### src/logic/a429t_defs.svh
/*
 * Constants of the serial transmitter: clock rates, bit and gap timing,
 * queue sizes and word layout.
 * Assumes inclusion by bare name from the package and the design file.
 */
`ifndef A429T_DEFS_SVH
`define A429T_DEFS_SVH

`define A429T_CLK_PERIOD_NS  20
`define A429T_DATA_CLK_NS    1000
`define A429T_DIV            (`A429T_DATA_CLK_NS / `A429T_CLK_PERIOD_NS)
`define A429T_HS_HALF        5
`define A429T_HS_GAP         40
`define A429T_LS_HALF        40
`define A429T_LS_GAP         320
`define A429T_FIFO_DEPTH     32
`define A429T_HALF_LEVEL     16
`define A429T_WORD_BITS      32
`define A429T_HALF_BITS      16
`define A429T_PAR_BIT        31
`define A429T_SYNC_W         20

`endif

### src/logic/a429t_pkg.sv
/*
 * Types of the serial transmitter.
 * Assumes a429t_defs.svh is on the include path.
 */
package a429t_pkg;
	`include "a429t_defs.svh"

	typedef enum logic [1:0] {
		ST_IDLE,
		ST_DATA,
		ST_NULL,
		ST_GAP
	} a429t_state_t;

	typedef logic [`A429T_WORD_BITS-1:0] a429t_word_t;
endpackage

### src/logic/a429t_top.sv
/*
 * Serial transmitter with its word queue, loopback and repeater path.
 * Assumes one 50 MHz clock; control bits come from same-clock logic,
 * host pins and enable/reset pins are asynchronous.
 */
// How it works
// host loads low half, then high half
// parity on: store 31 bits, else 32
// 32 words max; full flag, loads ignored
// ready flag high when queue empty
// half flag high below 16 words
// parity bit: odd when select 0, even 1
// parity off: all 32 bits sent
// enable pops oldest word, bit quickly out
// high speed: 5 data, 5 null, 40 gap
// low speed: 40 data, 40 null, 320 gap
// loopback: rx1 true, rx2 inverted data
// serial pair always driven by transmitter
// receive side independent of transmit loads; a repeater read in the same cycle as a high-half load is ignored
// full receive queue overwrites last word; no receive queue here, the only queue is built with OVERWRITE 0
// repeater copies read word, low first
// outside repeater either half read first
// master reset stops, clears queue, flags
// master reset leaves control bits alone
// serial pair null while not sending
`include "a429t_defs.svh"

module a429t_fifo #(
	parameter int WIDTH     = `A429T_WORD_BITS,
	parameter int DEPTH     = `A429T_FIFO_DEPTH,
	parameter bit OVERWRITE = 1'b0
) (
	input  wire logic             clk_i,
	input  wire logic             rst_n_i,
	input  wire logic             ce_i,
	input  wire logic             flush_i,
	input  wire logic             in_valid_i,
	output logic                  in_ready_o,
	input  wire logic [WIDTH-1:0] in_data_i,
	output logic                  out_valid_o,
	input  wire logic             out_ready_i,
	output logic [WIDTH-1:0]      out_data_o,
	output logic [$clog2(DEPTH):0] level_o
);
	localparam int AW = $clog2(DEPTH);
	if (DEPTH < 2 || (DEPTH & (DEPTH - 1)) != 0) begin : g_bad_depth
		$error("fifo depth must be a power of two");
	end

	logic [WIDTH-1:0] mem_q [DEPTH];
	logic [AW-1:0]    wr_q, wr_d, rd_q, rd_d, wa;
	logic [AW:0]      lvl_q, lvl_d;
	logic             full, we, push, pop;

	assign full        = lvl_q == (AW+1)'(DEPTH);
	assign in_ready_o  = !full || OVERWRITE;
	assign out_valid_o = lvl_q != '0;
	assign out_data_o  = mem_q[rd_q];
	assign level_o     = lvl_q;

	always_comb begin
		push  = in_valid_i && !full;
		pop   = out_valid_o && out_ready_i;
		we    = push || (in_valid_i && full && OVERWRITE);
		// overwrite hits the newest slot, never the one being read
		wa    = push ? wr_q : wr_q - AW'(1);
		wr_d  = push ? wr_q + AW'(1) : wr_q;
		rd_d  = pop ? rd_q + AW'(1) : rd_q;
		lvl_d = lvl_q + (AW+1)'(push) - (AW+1)'(pop);
		if (flush_i) begin
			wr_d  = '0;
			rd_d  = '0;
			lvl_d = '0;
		end
	end

	always_ff @(posedge clk_i or negedge rst_n_i) begin
		if (!rst_n_i) begin
			wr_q  <= '0;
			rd_q  <= '0;
			lvl_q <= '0;
		end else if (ce_i) begin
			wr_q  <= wr_d;
			rd_q  <= rd_d;
			lvl_q <= lvl_d;
		end
	end

	// storage needs no reset; level gates every read
	always_ff @(posedge clk_i) begin
		if (ce_i && we && !flush_i) begin
			mem_q[wa] <= in_data_i;
		end
	end
endmodule // a429t_fifo

module a429t_top
	import a429t_pkg::*;
#(
	parameter int DEPTH = `A429T_FIFO_DEPTH,
	parameter int DIV   = `A429T_DIV
) (
	input  wire logic        CLOCK_I,
	input  wire logic        RST_N_I,
	input  wire logic        CLK_EN_I,
	input  wire logic        MASTER_RESET_IN_I,
	input  wire logic [15:0] DATA_I,
	input  wire logic        LOAD_LOW_HALF_STROBE_N_I,
	input  wire logic        LOAD_HIGH_HALF_STROBE_N_I,
	input  wire logic        TRANSMIT_ENABLE_IN_I,
	input  wire logic        HIGH_SPEED_I,
	input  wire logic        PARITY_ENABLE_I,
	input  wire logic        PARITY_POLARITY_SELECT_I,
	input  wire logic        LOOPBACK_DISABLE_N_I,
	input  wire logic        REPEAT_MODE_I,
	input  wire logic        RX_READ_I,
	input  wire logic        RX_READ_SEL_I,
	input  wire logic [31:0] RX_WORD_I,
	output logic [1:0]       SERIAL_OUT_PAIR_O,
	output logic [1:0]       LOOP_RX1_O,
	output logic [1:0]       LOOP_RX2_O,
	output logic             TX_READY_O,
	output logic             TX_FULL_FLAG_O,
	output logic             TX_HALF_FULL_FLAG_O,
	output logic             LOAD_READY_O
);
	if (DIV < 1 || DEPTH < 2 * `A429T_HALF_LEVEL) begin : g_bad_par
		$error("divider or queue depth out of range");
	end

	logic [1:0]               rst_q;
	logic                     rst_n;
	logic [`A429T_SYNC_W-1:0] s1_q, s2_q, s3_q;
	logic                     mr, ent, lo_rise, hi_rise;
	logic [15:0]              data_s;

	// strobes and data share one sync path, so data is steady at the edge
	always_ff @(posedge CLOCK_I or negedge RST_N_I) begin
		if (!RST_N_I) begin
			rst_q <= '0;
		end else begin
			rst_q <= {rst_q[0], 1'b1};
		end
	end
	assign rst_n = rst_q[1];

	always_ff @(posedge CLOCK_I or negedge rst_n) begin
		if (!rst_n) begin
			// strobes idle high, so no false rising edge after reset
			s1_q <= {4'hC, 16'h0000};
			s2_q <= {4'hC, 16'h0000};
			s3_q <= {4'hC, 16'h0000};
		end else if (CLK_EN_I) begin
			s1_q <= {LOAD_LOW_HALF_STROBE_N_I, LOAD_HIGH_HALF_STROBE_N_I,
				MASTER_RESET_IN_I, TRANSMIT_ENABLE_IN_I, DATA_I};
			s2_q <= s1_q;
			s3_q <= s2_q;
		end
	end
	assign lo_rise = s2_q[19] && !s3_q[19];
	assign hi_rise = s2_q[18] && !s3_q[18];
	assign mr      = s2_q[17];
	assign ent     = s2_q[16];
	assign data_s  = s2_q[15:0];

	// host load and repeater assembly
	logic [15:0]       low_q, low_d, rep_q, rep_d;
	logic              rep_ok_q, rep_ok_d, push;
	a429t_word_t       push_word, fifo_word;
	logic              fifo_ready, fifo_valid, pop;
	logic [$clog2(DEPTH):0] level;

	always_comb begin
		low_d     = lo_rise ? data_s : low_q;
		rep_d     = rep_q;
		rep_ok_d  = rep_ok_q;
		push      = 1'b0;
		push_word = {data_s, low_q};
		if (hi_rise) begin
			push = 1'b1;
		end else if (RX_READ_I && REPEAT_MODE_I) begin
			// repeater: low half captured, high half completes the copy
			if (!RX_READ_SEL_I) begin
				rep_d    = RX_WORD_I[15:0];
				rep_ok_d = 1'b1;
			end else if (rep_ok_q) begin
				push      = 1'b1;
				push_word = {RX_WORD_I[31:16], rep_q};
				rep_ok_d  = 1'b0;
			end
		end
		// outside repeater mode receive reads never touch this path
		if (!REPEAT_MODE_I || mr) begin
			rep_ok_d = 1'b0;
		end
		if (PARITY_ENABLE_I) begin
			push_word[`A429T_PAR_BIT] = 1'b0;
		end
	end

	always_ff @(posedge CLOCK_I or negedge rst_n) begin
		if (!rst_n) begin
			low_q    <= '0;
			rep_q    <= '0;
			rep_ok_q <= 1'b0;
		end else if (CLK_EN_I) begin
			low_q    <= low_d;
			rep_q    <= rep_d;
			rep_ok_q <= rep_ok_d;
		end
	end

	a429t_fifo #(
		.WIDTH     (`A429T_WORD_BITS),
		.DEPTH     (DEPTH),
		.OVERWRITE (1'b0)
	) u_fifo (
		.clk_i       (CLOCK_I),
		.rst_n_i     (rst_n),
		.ce_i        (CLK_EN_I),
		.flush_i     (mr),
		.in_valid_i  (push && !mr),
		.in_ready_o  (fifo_ready),
		.in_data_i   (push_word),
		.out_valid_o (fifo_valid),
		.out_ready_i (pop),
		.out_data_o  (fifo_word),
		.level_o     (level)
	);
	assign LOAD_READY_O = fifo_ready;

	// serializer
	a429t_state_t state_q, state_d;
	a429t_word_t  sh_q, sh_d;
	logic [4:0]   bit_q, bit_d;
	logic [8:0]   cnt_q, cnt_d, half_n, gap_n;
	logic [15:0]  div_q, div_d;
	logic [1:0]   ser_q, ser_d, lb1_q, lb1_d, lb2_q, lb2_d;
	logic         tick, rdy_q, rdy_d, full_q, full_d, hf_q, hf_d;

	assign half_n = HIGH_SPEED_I ? 9'(`A429T_HS_HALF) : 9'(`A429T_LS_HALF);
	assign gap_n  = HIGH_SPEED_I ? 9'(`A429T_HS_GAP) : 9'(`A429T_LS_GAP);
	assign tick   = div_q == 16'(DIV - 1);

	always_comb begin
		state_d = state_q;
		sh_d    = sh_q;
		bit_d   = bit_q;
		cnt_d   = cnt_q;
		div_d   = tick ? 16'h0000 : div_q + 16'h0001;
		pop     = 1'b0;
		case (state_q)
			ST_IDLE: begin
				if (ent && fifo_valid) begin
					pop     = 1'b1;
					sh_d    = fifo_word;
					if (PARITY_ENABLE_I) begin
						sh_d[`A429T_PAR_BIT] = ^fifo_word[30:0] ^
							!PARITY_POLARITY_SELECT_I;
					end
					bit_d   = '0;
					cnt_d   = '0;
					div_d   = '0; // bit timing starts at the pop
					state_d = ST_DATA;
				end
			end
			ST_DATA: begin
				if (tick) begin
					cnt_d = cnt_q + 9'h001;
					// speed may change mid-word; never count past the end
					if (cnt_d >= half_n) begin
						cnt_d   = '0;
						state_d = ST_NULL;
					end
				end
			end
			ST_NULL: begin
				if (tick) begin
					cnt_d = cnt_q + 9'h001;
					if (cnt_d >= half_n) begin
						cnt_d = '0;
						sh_d  = sh_q >> 1;
						bit_d = bit_q + 5'h01;
						state_d = (bit_q == 5'h1F) ? ST_GAP : ST_DATA;
					end
				end
			end
			ST_GAP: begin
				if (tick) begin
					cnt_d = cnt_q + 9'h001;
					if (cnt_d >= gap_n) begin
						state_d = ST_IDLE;
					end
				end
			end
			default: state_d = ST_IDLE;
		endcase
		if (mr) begin
			state_d = ST_IDLE;
			pop     = 1'b0;
		end
		// null whenever no bit is on the line
		ser_d  = (state_d == ST_DATA) ? (sh_d[0] ? 2'b10 : 2'b01)
			: 2'b00;
		lb1_d  = LOOPBACK_DISABLE_N_I ? 2'b00 : ser_d;
		lb2_d  = LOOPBACK_DISABLE_N_I ? 2'b00 : {ser_d[0], ser_d[1]};
		// flags follow the level; control inputs are never cleared here
		rdy_d  = mr || level == '0;
		full_d = !mr && level == ($clog2(DEPTH)+1)'(DEPTH);
		hf_d   = mr || level < ($clog2(DEPTH)+1)'(`A429T_HALF_LEVEL);
	end

	always_ff @(posedge CLOCK_I or negedge rst_n) begin
		if (!rst_n) begin
			state_q <= ST_IDLE;
			sh_q    <= '0;
			bit_q   <= '0;
			cnt_q   <= '0;
			div_q   <= '0;
			ser_q   <= 2'b00;
			lb1_q   <= 2'b00;
			lb2_q   <= 2'b00;
			rdy_q   <= 1'b1;
			full_q  <= 1'b0;
			hf_q    <= 1'b1;
		end else if (CLK_EN_I) begin
			state_q <= state_d;
			sh_q    <= sh_d;
			bit_q   <= bit_d;
			cnt_q   <= cnt_d;
			div_q   <= div_d;
			ser_q   <= ser_d;
			lb1_q   <= lb1_d;
			lb2_q   <= lb2_d;
			rdy_q   <= rdy_d;
			full_q  <= full_d;
			hf_q    <= hf_d;
		end
	end

	assign SERIAL_OUT_PAIR_O   = ser_q;
	assign LOOP_RX1_O          = lb1_q;
	assign LOOP_RX2_O          = lb2_q;
	assign TX_READY_O          = rdy_q;
	assign TX_FULL_FLAG_O      = full_q;
	assign TX_HALF_FULL_FLAG_O = hf_q;

	// helper: cycles the line has held a data level
	logic [15:0] run_q;
	always_ff @(posedge CLOCK_I or negedge rst_n) begin
		if (!rst_n) begin
			run_q <= '0;
		end else if (CLK_EN_I) begin
			run_q <= (ser_q != 2'b00) ? run_q + 16'h0001 : 16'h0000;
		end
	end
endmodule // a429t_top

### config.mk
export PLATFORM = sky130hd
export DESIGN_NAME = a429t_top
export DESIGN_NICKNAME = d
export VERILOG_FILES = /design/src/logic/a429t_pkg.sv /design/src/logic/a429t_top.sv
export VERILOG_INCLUDE_DIRS = /design/src /design/src/logic
export SDC_FILE = /design/constraint.sdc
export NUM_CORES = 1
export LEC_CHECK = 0
export BUFFER_PORTS_ARGS = -buffer_cell sky130_fd_sc_hd__buf_2
export CELL_PAD_IN_SITES_DETAIL_PLACEMENT = 0
export CELL_PAD_IN_SITES_GLOBAL_PLACEMENT = 1
export CORE_ASPECT_RATIO = 0.5
export CORE_MARGIN = 2
export CORE_UTILIZATION = 41
export DETAILED_ROUTE_END_ITERATION = 6
export PLACE_DENSITY_LB_ADDON = 0.1
export SLEW_MARGIN = 10
export SYNTH_ARGS = -nofsm -noshare
export SYNTH_HDL_FRONTEND = slang
export SYNTH_SLANG_ARGS = --single-unit
### constraint.sdc
create_clock -name CLOCK_I -period 5.05 [get_ports CLOCK_I]
set_input_delay 0.505 -clock CLOCK_I [delete_from_list [all_inputs] [get_ports CLOCK_I]]
set_output_delay 0.505 -clock CLOCK_I [all_outputs]
set_load 0.05 [all_outputs]
Word level (Yosys, flattened, before mapping) --
Memory sizes are Yosys's and may differ from the RTL's. Index checks and enable logic that the tools add are counted. W data, S select, Z words.
Storage, ports and cells: word-level logic and storage cells 142, bits in registers 184, memories kept 1, output and inout bits 10, bits of input ports 62, RAM bits 1024
Operators by class: equal/unequal tests 13, reductions and logical operators 35, muxes and demuxes 57, bitwise gates (word level) 3, $add $sub $neg 8, order comparisons 3
Memory list:
- u_fifo.mem_q | depth 32, bits a word 32, read ports 1, clocked after memory_dff 0, wr ports 1, RTL line a429t_top.sv:50 | logic [WIDTH-1:0] mem_q [DEPTH];
Operator list (count):
- $mux W32 | 7
- $pmux W32 S2 | 1
- $mux W16 | 3
- $mux W9 | 5
- $mux W5 | 8
- $reduce_xor A31 Y1 | 1
- $pmux W9 S3 | 1
- $mux W2 | 13
- $add A16 B1 Y16 const B | 1
- $eq A16 B6 Y1 const B | 1
- $add A5 B1 Y5 const B | 3
- $mux W1 | 15
- $mux W6 | 2
- $logic_and A1 B1 Y1 | 10
- $pmux W5 S2 | 1
- $add A9 B1 Y9 const B | 1
- $ge A9 B6 Y1 | 1
- $ge A9 B9 Y1 | 1
- $ne A2 B2 Y1 const B | 4
- $pmux W2 S4 | 1
- $reduce_and A4 Y1 | 2
- $reduce_bool A2 Y1 | 4
- $add A6 B1 Y6 | 1
- $eq A6 B6 Y1 const B | 1
- other kinds (18) | 31

Logic depth before layout (Yosys ltp) --
depth in word-level cells 10, depth in mapped cells 17, mapped depth without buffers 15

Modules after synthesis --
From an unflattened synthesis, not the netlist that was laid out.
Unflattened totals: cell total of the unflattened synthesis 2536, area total of the unflattened synthesis 47670.7 um^2
By module, submodules not included:
- a429t_fifo | area an instance 40171.0 um^2, cells an instance 1876, sequential area each 31149.9 um^2, times used 1
- a429t_top | area an instance 7499.7 um^2, cells an instance 660, sequential area each 3713.6 um^2, times used 1

Worst setup path before layout --
OpenSTA, ideal clock, no wires.
path kind reg2reg, from register u_fifo.lvl_q[2] (netlist: u_fifo.level_o[2]), to memory u_fifo.mem_q[12][0] in the netlist's numbering (enable), required time 4.629 ns, period minus slack after synthesis 3.839 ns, buffers on the path 0, data arrival time 3.418 ns, stages on the path, launching flop included 10, setup slack 1.211 ns, library setup time 0.421 ns, cell sequence dfrtp_1 > inv_1 > ha_1 > nor3b_1 > a221oi_1 > nand2b_1 > or3_1 > a211oi_1 > a21oi_1 > nor2_1
Between the ends: longest elaborated chain between the ends 7, elaborated cells between the ends (all ways) 8, those cells by class 1 x eq/ne; 3 x mux; 4 x reduce/logical
RTL lines:
- start, declared | RTL line a429t_top.sv:52 | logic [AW:0] lvl_q, lvl_d;
- start signal, assigned | RTL line a429t_top.sv:85 | lvl_q <= lvl_d;
- $eq A6 B6 Y1 * | RTL line a429t_top.sv:55 | assign full = lvl_q == (AW+1)'(DEPTH);
- $logic_not A1 Y1 * | RTL line a429t_top.sv:62 | push = in_valid_i && !full;
- $logic_and A1 B1 Y1 * | RTL line a429t_top.sv:62
- $logic_and A1 B1 Y1 (2 in series) | RTL line a429t_top.sv:91 | if (ce_i && we && !flush_i) begin
- $mux W1 | RTL line a429t_top.sv:91
- $mux W1 (not written as such) | RTL line a429t_top.sv:92 | mem_q[wa] <= in_data_i;
- end, declared | RTL line a429t_top.sv:50
Every way passes the cells marked *; elsewhere a longest branch is shown, timed or not.

Worst setup path in the final report --
from register u_fifo.rd_q[0], to register sh_q[31]
Between the ends: longest elaborated chain between the ends 6
RTL lines:
- start, declared | RTL line a429t_top.sv:51 | logic [AW-1:0] wr_q, wr_d, rd_q, rd_d, wa;
- start signal, assigned | RTL line a429t_top.sv:84 | rd_q <= rd_d;
- $mem_v2 Z32 W32 *
- $reduce_xor A31 Y1 | RTL line a429t_top.sv:258 | sh_d[`A429T_PAR_BIT] = ^fifo_word[30:0] ^
- $xor A1 B1 Y1 | RTL line a429t_top.sv:258
- $mux W1 * | RTL line a429t_top.sv:257 | if (PARITY_ENABLE_I) begin
- $mux W32 * | RTL line a429t_top.sv:254 | if (ent && fifo_valid) begin
- $pmux W32 S2 * | RTL line a429t_top.sv:252 | case (state_q)
- end signal, assigned | RTL line a429t_top.sv:316 | sh_q <= '0;
- end signal, assigned | RTL line a429t_top.sv:328 | sh_q <= sh_d;
- end, declared | RTL line a429t_top.sv:234 | a429t_word_t sh_q, sh_d;
Every way passes the cells marked *; elsewhere a longest branch is shown, timed or not. The select of a mux whose other input is x is not followed. A chain may end at the register's enable or synchronous reset.

==> results_dict.tcl <==
set metrics [dict create \
    io_pins 72 \
    hp-class "input port to flop" \
    crit_top_cell "xnor2_1" \
    slew_viol_final 0 \
    syn-cell-area_um2 47400 \
    cp_cell_sequence "or3b_4, buf_4, buf_4, o221ai_1, a211oi_1, a21o_1, xnor2_1, xnor2_1, xnor2_1, xnor2_1, xnor2_1, o21ai_1" \
    crit_arrival_ns 4.74 \
    post-route-period-util 0.821 \
    critPathCaptureType "flop" \
    start_util 0.412 \
    r2r_end "sh_q[31]" \
    gp_congestion 0.766 \
    cts_tree "built" \
    grt_start_max_net_pins 131 \
    drt_iter0_drc 2764 \
    min_to "s1_q[18]" \
    multi_input_area_um2 12000 \
    power.density_nw_per_um2 516 \
    grt-ovfl-total 0 \
    skew_ns 0.0383 \
    synth_flop_cell "edfxtp_1" \
    final_layout_size_suffix_gt1_frac 0.243 \
    viasPerCell 5.79 \
    port_buffers 71 \
    ys_ff_latch 1188 \
    tns_ns 0 \
    startpoint_type "flop" \
    clkTransAtPathRegs_ns 0.07 \
    fillers 9731 \
    htree_levels 3 \
    finalCriticalPeriod_ns 4.14 \
    synth_warnings 0 \
    grt_pass1_vias 25000 \
    dp_hpwl_mm 76.7 \
    area_growth_pct 14.4 \
    hold_buffers 36 \
    insertion_delay_ns 0.74 \
    ys_seq_area_frac 0.735 \
    yosys.area.top_type "edfxtp_1" \
    finalNetCount 2801 \
    ys_async_sr_fraction 0.138 \
    final_common_cell "edfxtp_1" \
    tightest_slew_ns 1.11 \
    synth_edf_count 1024 \
    track_usage 0.225 \
    dp.cells 4088 \
    die-height_um 244 \
    die-area_um2 119000 \
    cts_sinks 1188 \
    rsz0062_at_grt "no" \
    wl_mm 133 \
    synth_nets 2633 \
    status "completed" \
    seq_area_um2 34900 \
    postCtsSetupBuffers 0 \
    reg2regPathDepth 12 \
    hold_start "LOAD_HIGH_HALF_STROBE_N_I" \
    rows 88 \
    die_x_um 485 \
    cts_made_buffers 110 \
    drc_errors 0 \
    final_cells 4334 \
    drt-wirelength-per-cell_um 30.7 \
    syn_area_per_cell_um2 18.7 \
    coreArea_um2 115000 \
    final_cell_mix "edfxtp_1 (1024), mux4_2 (196), dfrtp_1 (152), mux2i_1 (132), clkbuf_16 (110)" \
    cts-root-buf "clkbuf_16" \
    worstHoldPathCells 2 \
    synth_cell_types 63 \
    dpl_worst_slack_ns 0.993 \
    drv_cap 0 \
    max_slew_margin 0.258 \
    crit_required_ns 5.65 \
    critical_path_class "flop to flop" \
    synth_top_area_share 0.649 \
    ir_drop_mv 0.446 \
    cts.path.max_buffers 3 \
    via_count 25100 \
    post_cts_resized 0 \
    synthTopCellsByArea "edfxtp_1 (65%), mux4_2 (9.3%), dfrtp_1 (8.2%)" \
    max_stage_delay_ns 0.73 \
    setup_violations 0 \
    antenna_found_initial 3 \
    ff2ff_setup_slack_ns 0.91 \
    firstDrtPassIters 7 \
    critPathSlowestCell "dfrtp_4" \
    timing.rr.start "u_fifo.rd_q[0]" \
    detail-route-antenna-nets 0 \
    cp_max_fo 24 \
    setup_ws_ns 0.906 \
    grt_first_pass_wirelength_mm 188 \
    power.leakage_nw 17.7 \
    hold_violations 0 \
    timing.fmax_mhz 241 \
    syn_inst 2538 \
]
[critical path: cells and delay by family (launching register included)]
family                    cells  cell delay (ns)
and+or+nand+nor               1             0.63
DFF                           1             0.73
AOI/OAI and AO/OA             4             0.84
buffers and inverters         2             0.71
xor gates and xnor gates      5             1.09
[cell type report]
type	instances	area share
diodes	2	0.0000923
clock buffers	150	0.0552
clock inverters	58	0.0111
inverters	28	0.00194
multi-input cells	1177	0.220
flip-flops and latches	1188	0.643
well taps	1530	0.0353
repair buffers	201	0.0332
[metrics by stage]
stage / utilization / hold slack [ns] / power, W / instance area, um2
3_3_place_gp: 0.437 / 0.292 / 0.0197 / 50300
2_1_floorplan: - / 0.209 / 0.0175 / 47400
5_1_grt: 0.472 / 0.0254 / 0.0292 / 54300
6_report: 0.472 / 0.0559 / 0.0280 / 54300
4_1_cts: 0.472 / 0.00627 / 0.0282 / 54200
3_5_place_dp: 0.437 / 0.295 / 0.0198 / 50300
[metal layers]
metal / part of all wire / vias up / track usage
li1: - / 10600 / -
met1: 0.48 / 13400 / 0.351
met2: 0.43 / 872 / 0.321
met3: 0.072 / 169 / 0.0492
met4: 0.021 / 2 / 0.0522
met5: 0.00013 / - / 0
[report_power, final]
part           leakage [nW]  switching, W  internal [W]  total [W]
clock                  1.76       0.00371       0.00472    0.00843
combinational          4.69       0.00438       0.00295    0.00733
sequential             11.3      0.000381        0.0119     0.0123
total                  17.7       0.00847        0.0195     0.0280
[sequential cells by signal, indices dropped and copies added, names as in the netlist, 5 cells and up]
register	count
bit_q	5
div_q	16
sh_q	32
s2_q	20
cnt_q	9
u_fifo.rd_q	5
u_fifo.wr_q	5
s1_q	20
u_fifo.level_o	6
u_fifo.mem_q	1024
low_q	16
rep_q	16
[cell usage after synthesis (4+ instances only)]
master     instances
edfxtp_1        1024
mux4_2           196
dfrtp_1          156
mux2i_1          132
mux2_2           107
nor2_1            95
nand2_1           87
o21ai_0           70
clkbuf_1          67
a211oi_1          65
a21oi_1           55
buf_2             42
o22ai_1           40
a22o_1            37
a21o_1            33
a22oi_1           32
ha_1              32
o221ai_1          32
xnor2_1           30
nand3_1           28
inv_1             27
buf_6             16
buf_4             13
xor2_1            13
nor3_1            10
dfstp_2            8
and3_1             7
buf_1              7
nand2b_1           7
o21ai_1            7
o2bb2ai_1          6
o41ai_1            5
nand4_1            4
[kinds of logic after synthesis]
group | after synthesis | synth area share
muxes | 435 | 0.146
DFF | 1188 | 0.735
xor gates and xnor gates | 44 | 0.00829
and+or+nand+nor | 263 | 0.0248
buffers and inverters | 173 | 0.0184
AOI/OAI and AO/OA | 401 | 0.0578
other | 1 | 0.0000791
adders and majority gates | 33 | 0.00887
[worst max-delay path by stage]
stage | startpoint | to | slack [ns]
2_1_floorplan | rst_q[1] | LOOP_RX1_O[0] | 0.16
3_3_place_gp | u_fifo.rd_q[0] | sh_q[31] | 0.90
3_5_place_dp | u_fifo.rd_q[0] | sh_q[31] | 0.99
4_1_cts | u_fifo.rd_q[0] | sh_q[31] | 0.97
5_1_grt | cnt_q[2] | sh_q[31] | 0.73
6_report | u_fifo.rd_q[0] | sh_q[31] | 0.91
Note: power is estimated with default switching activity, not from simulation.
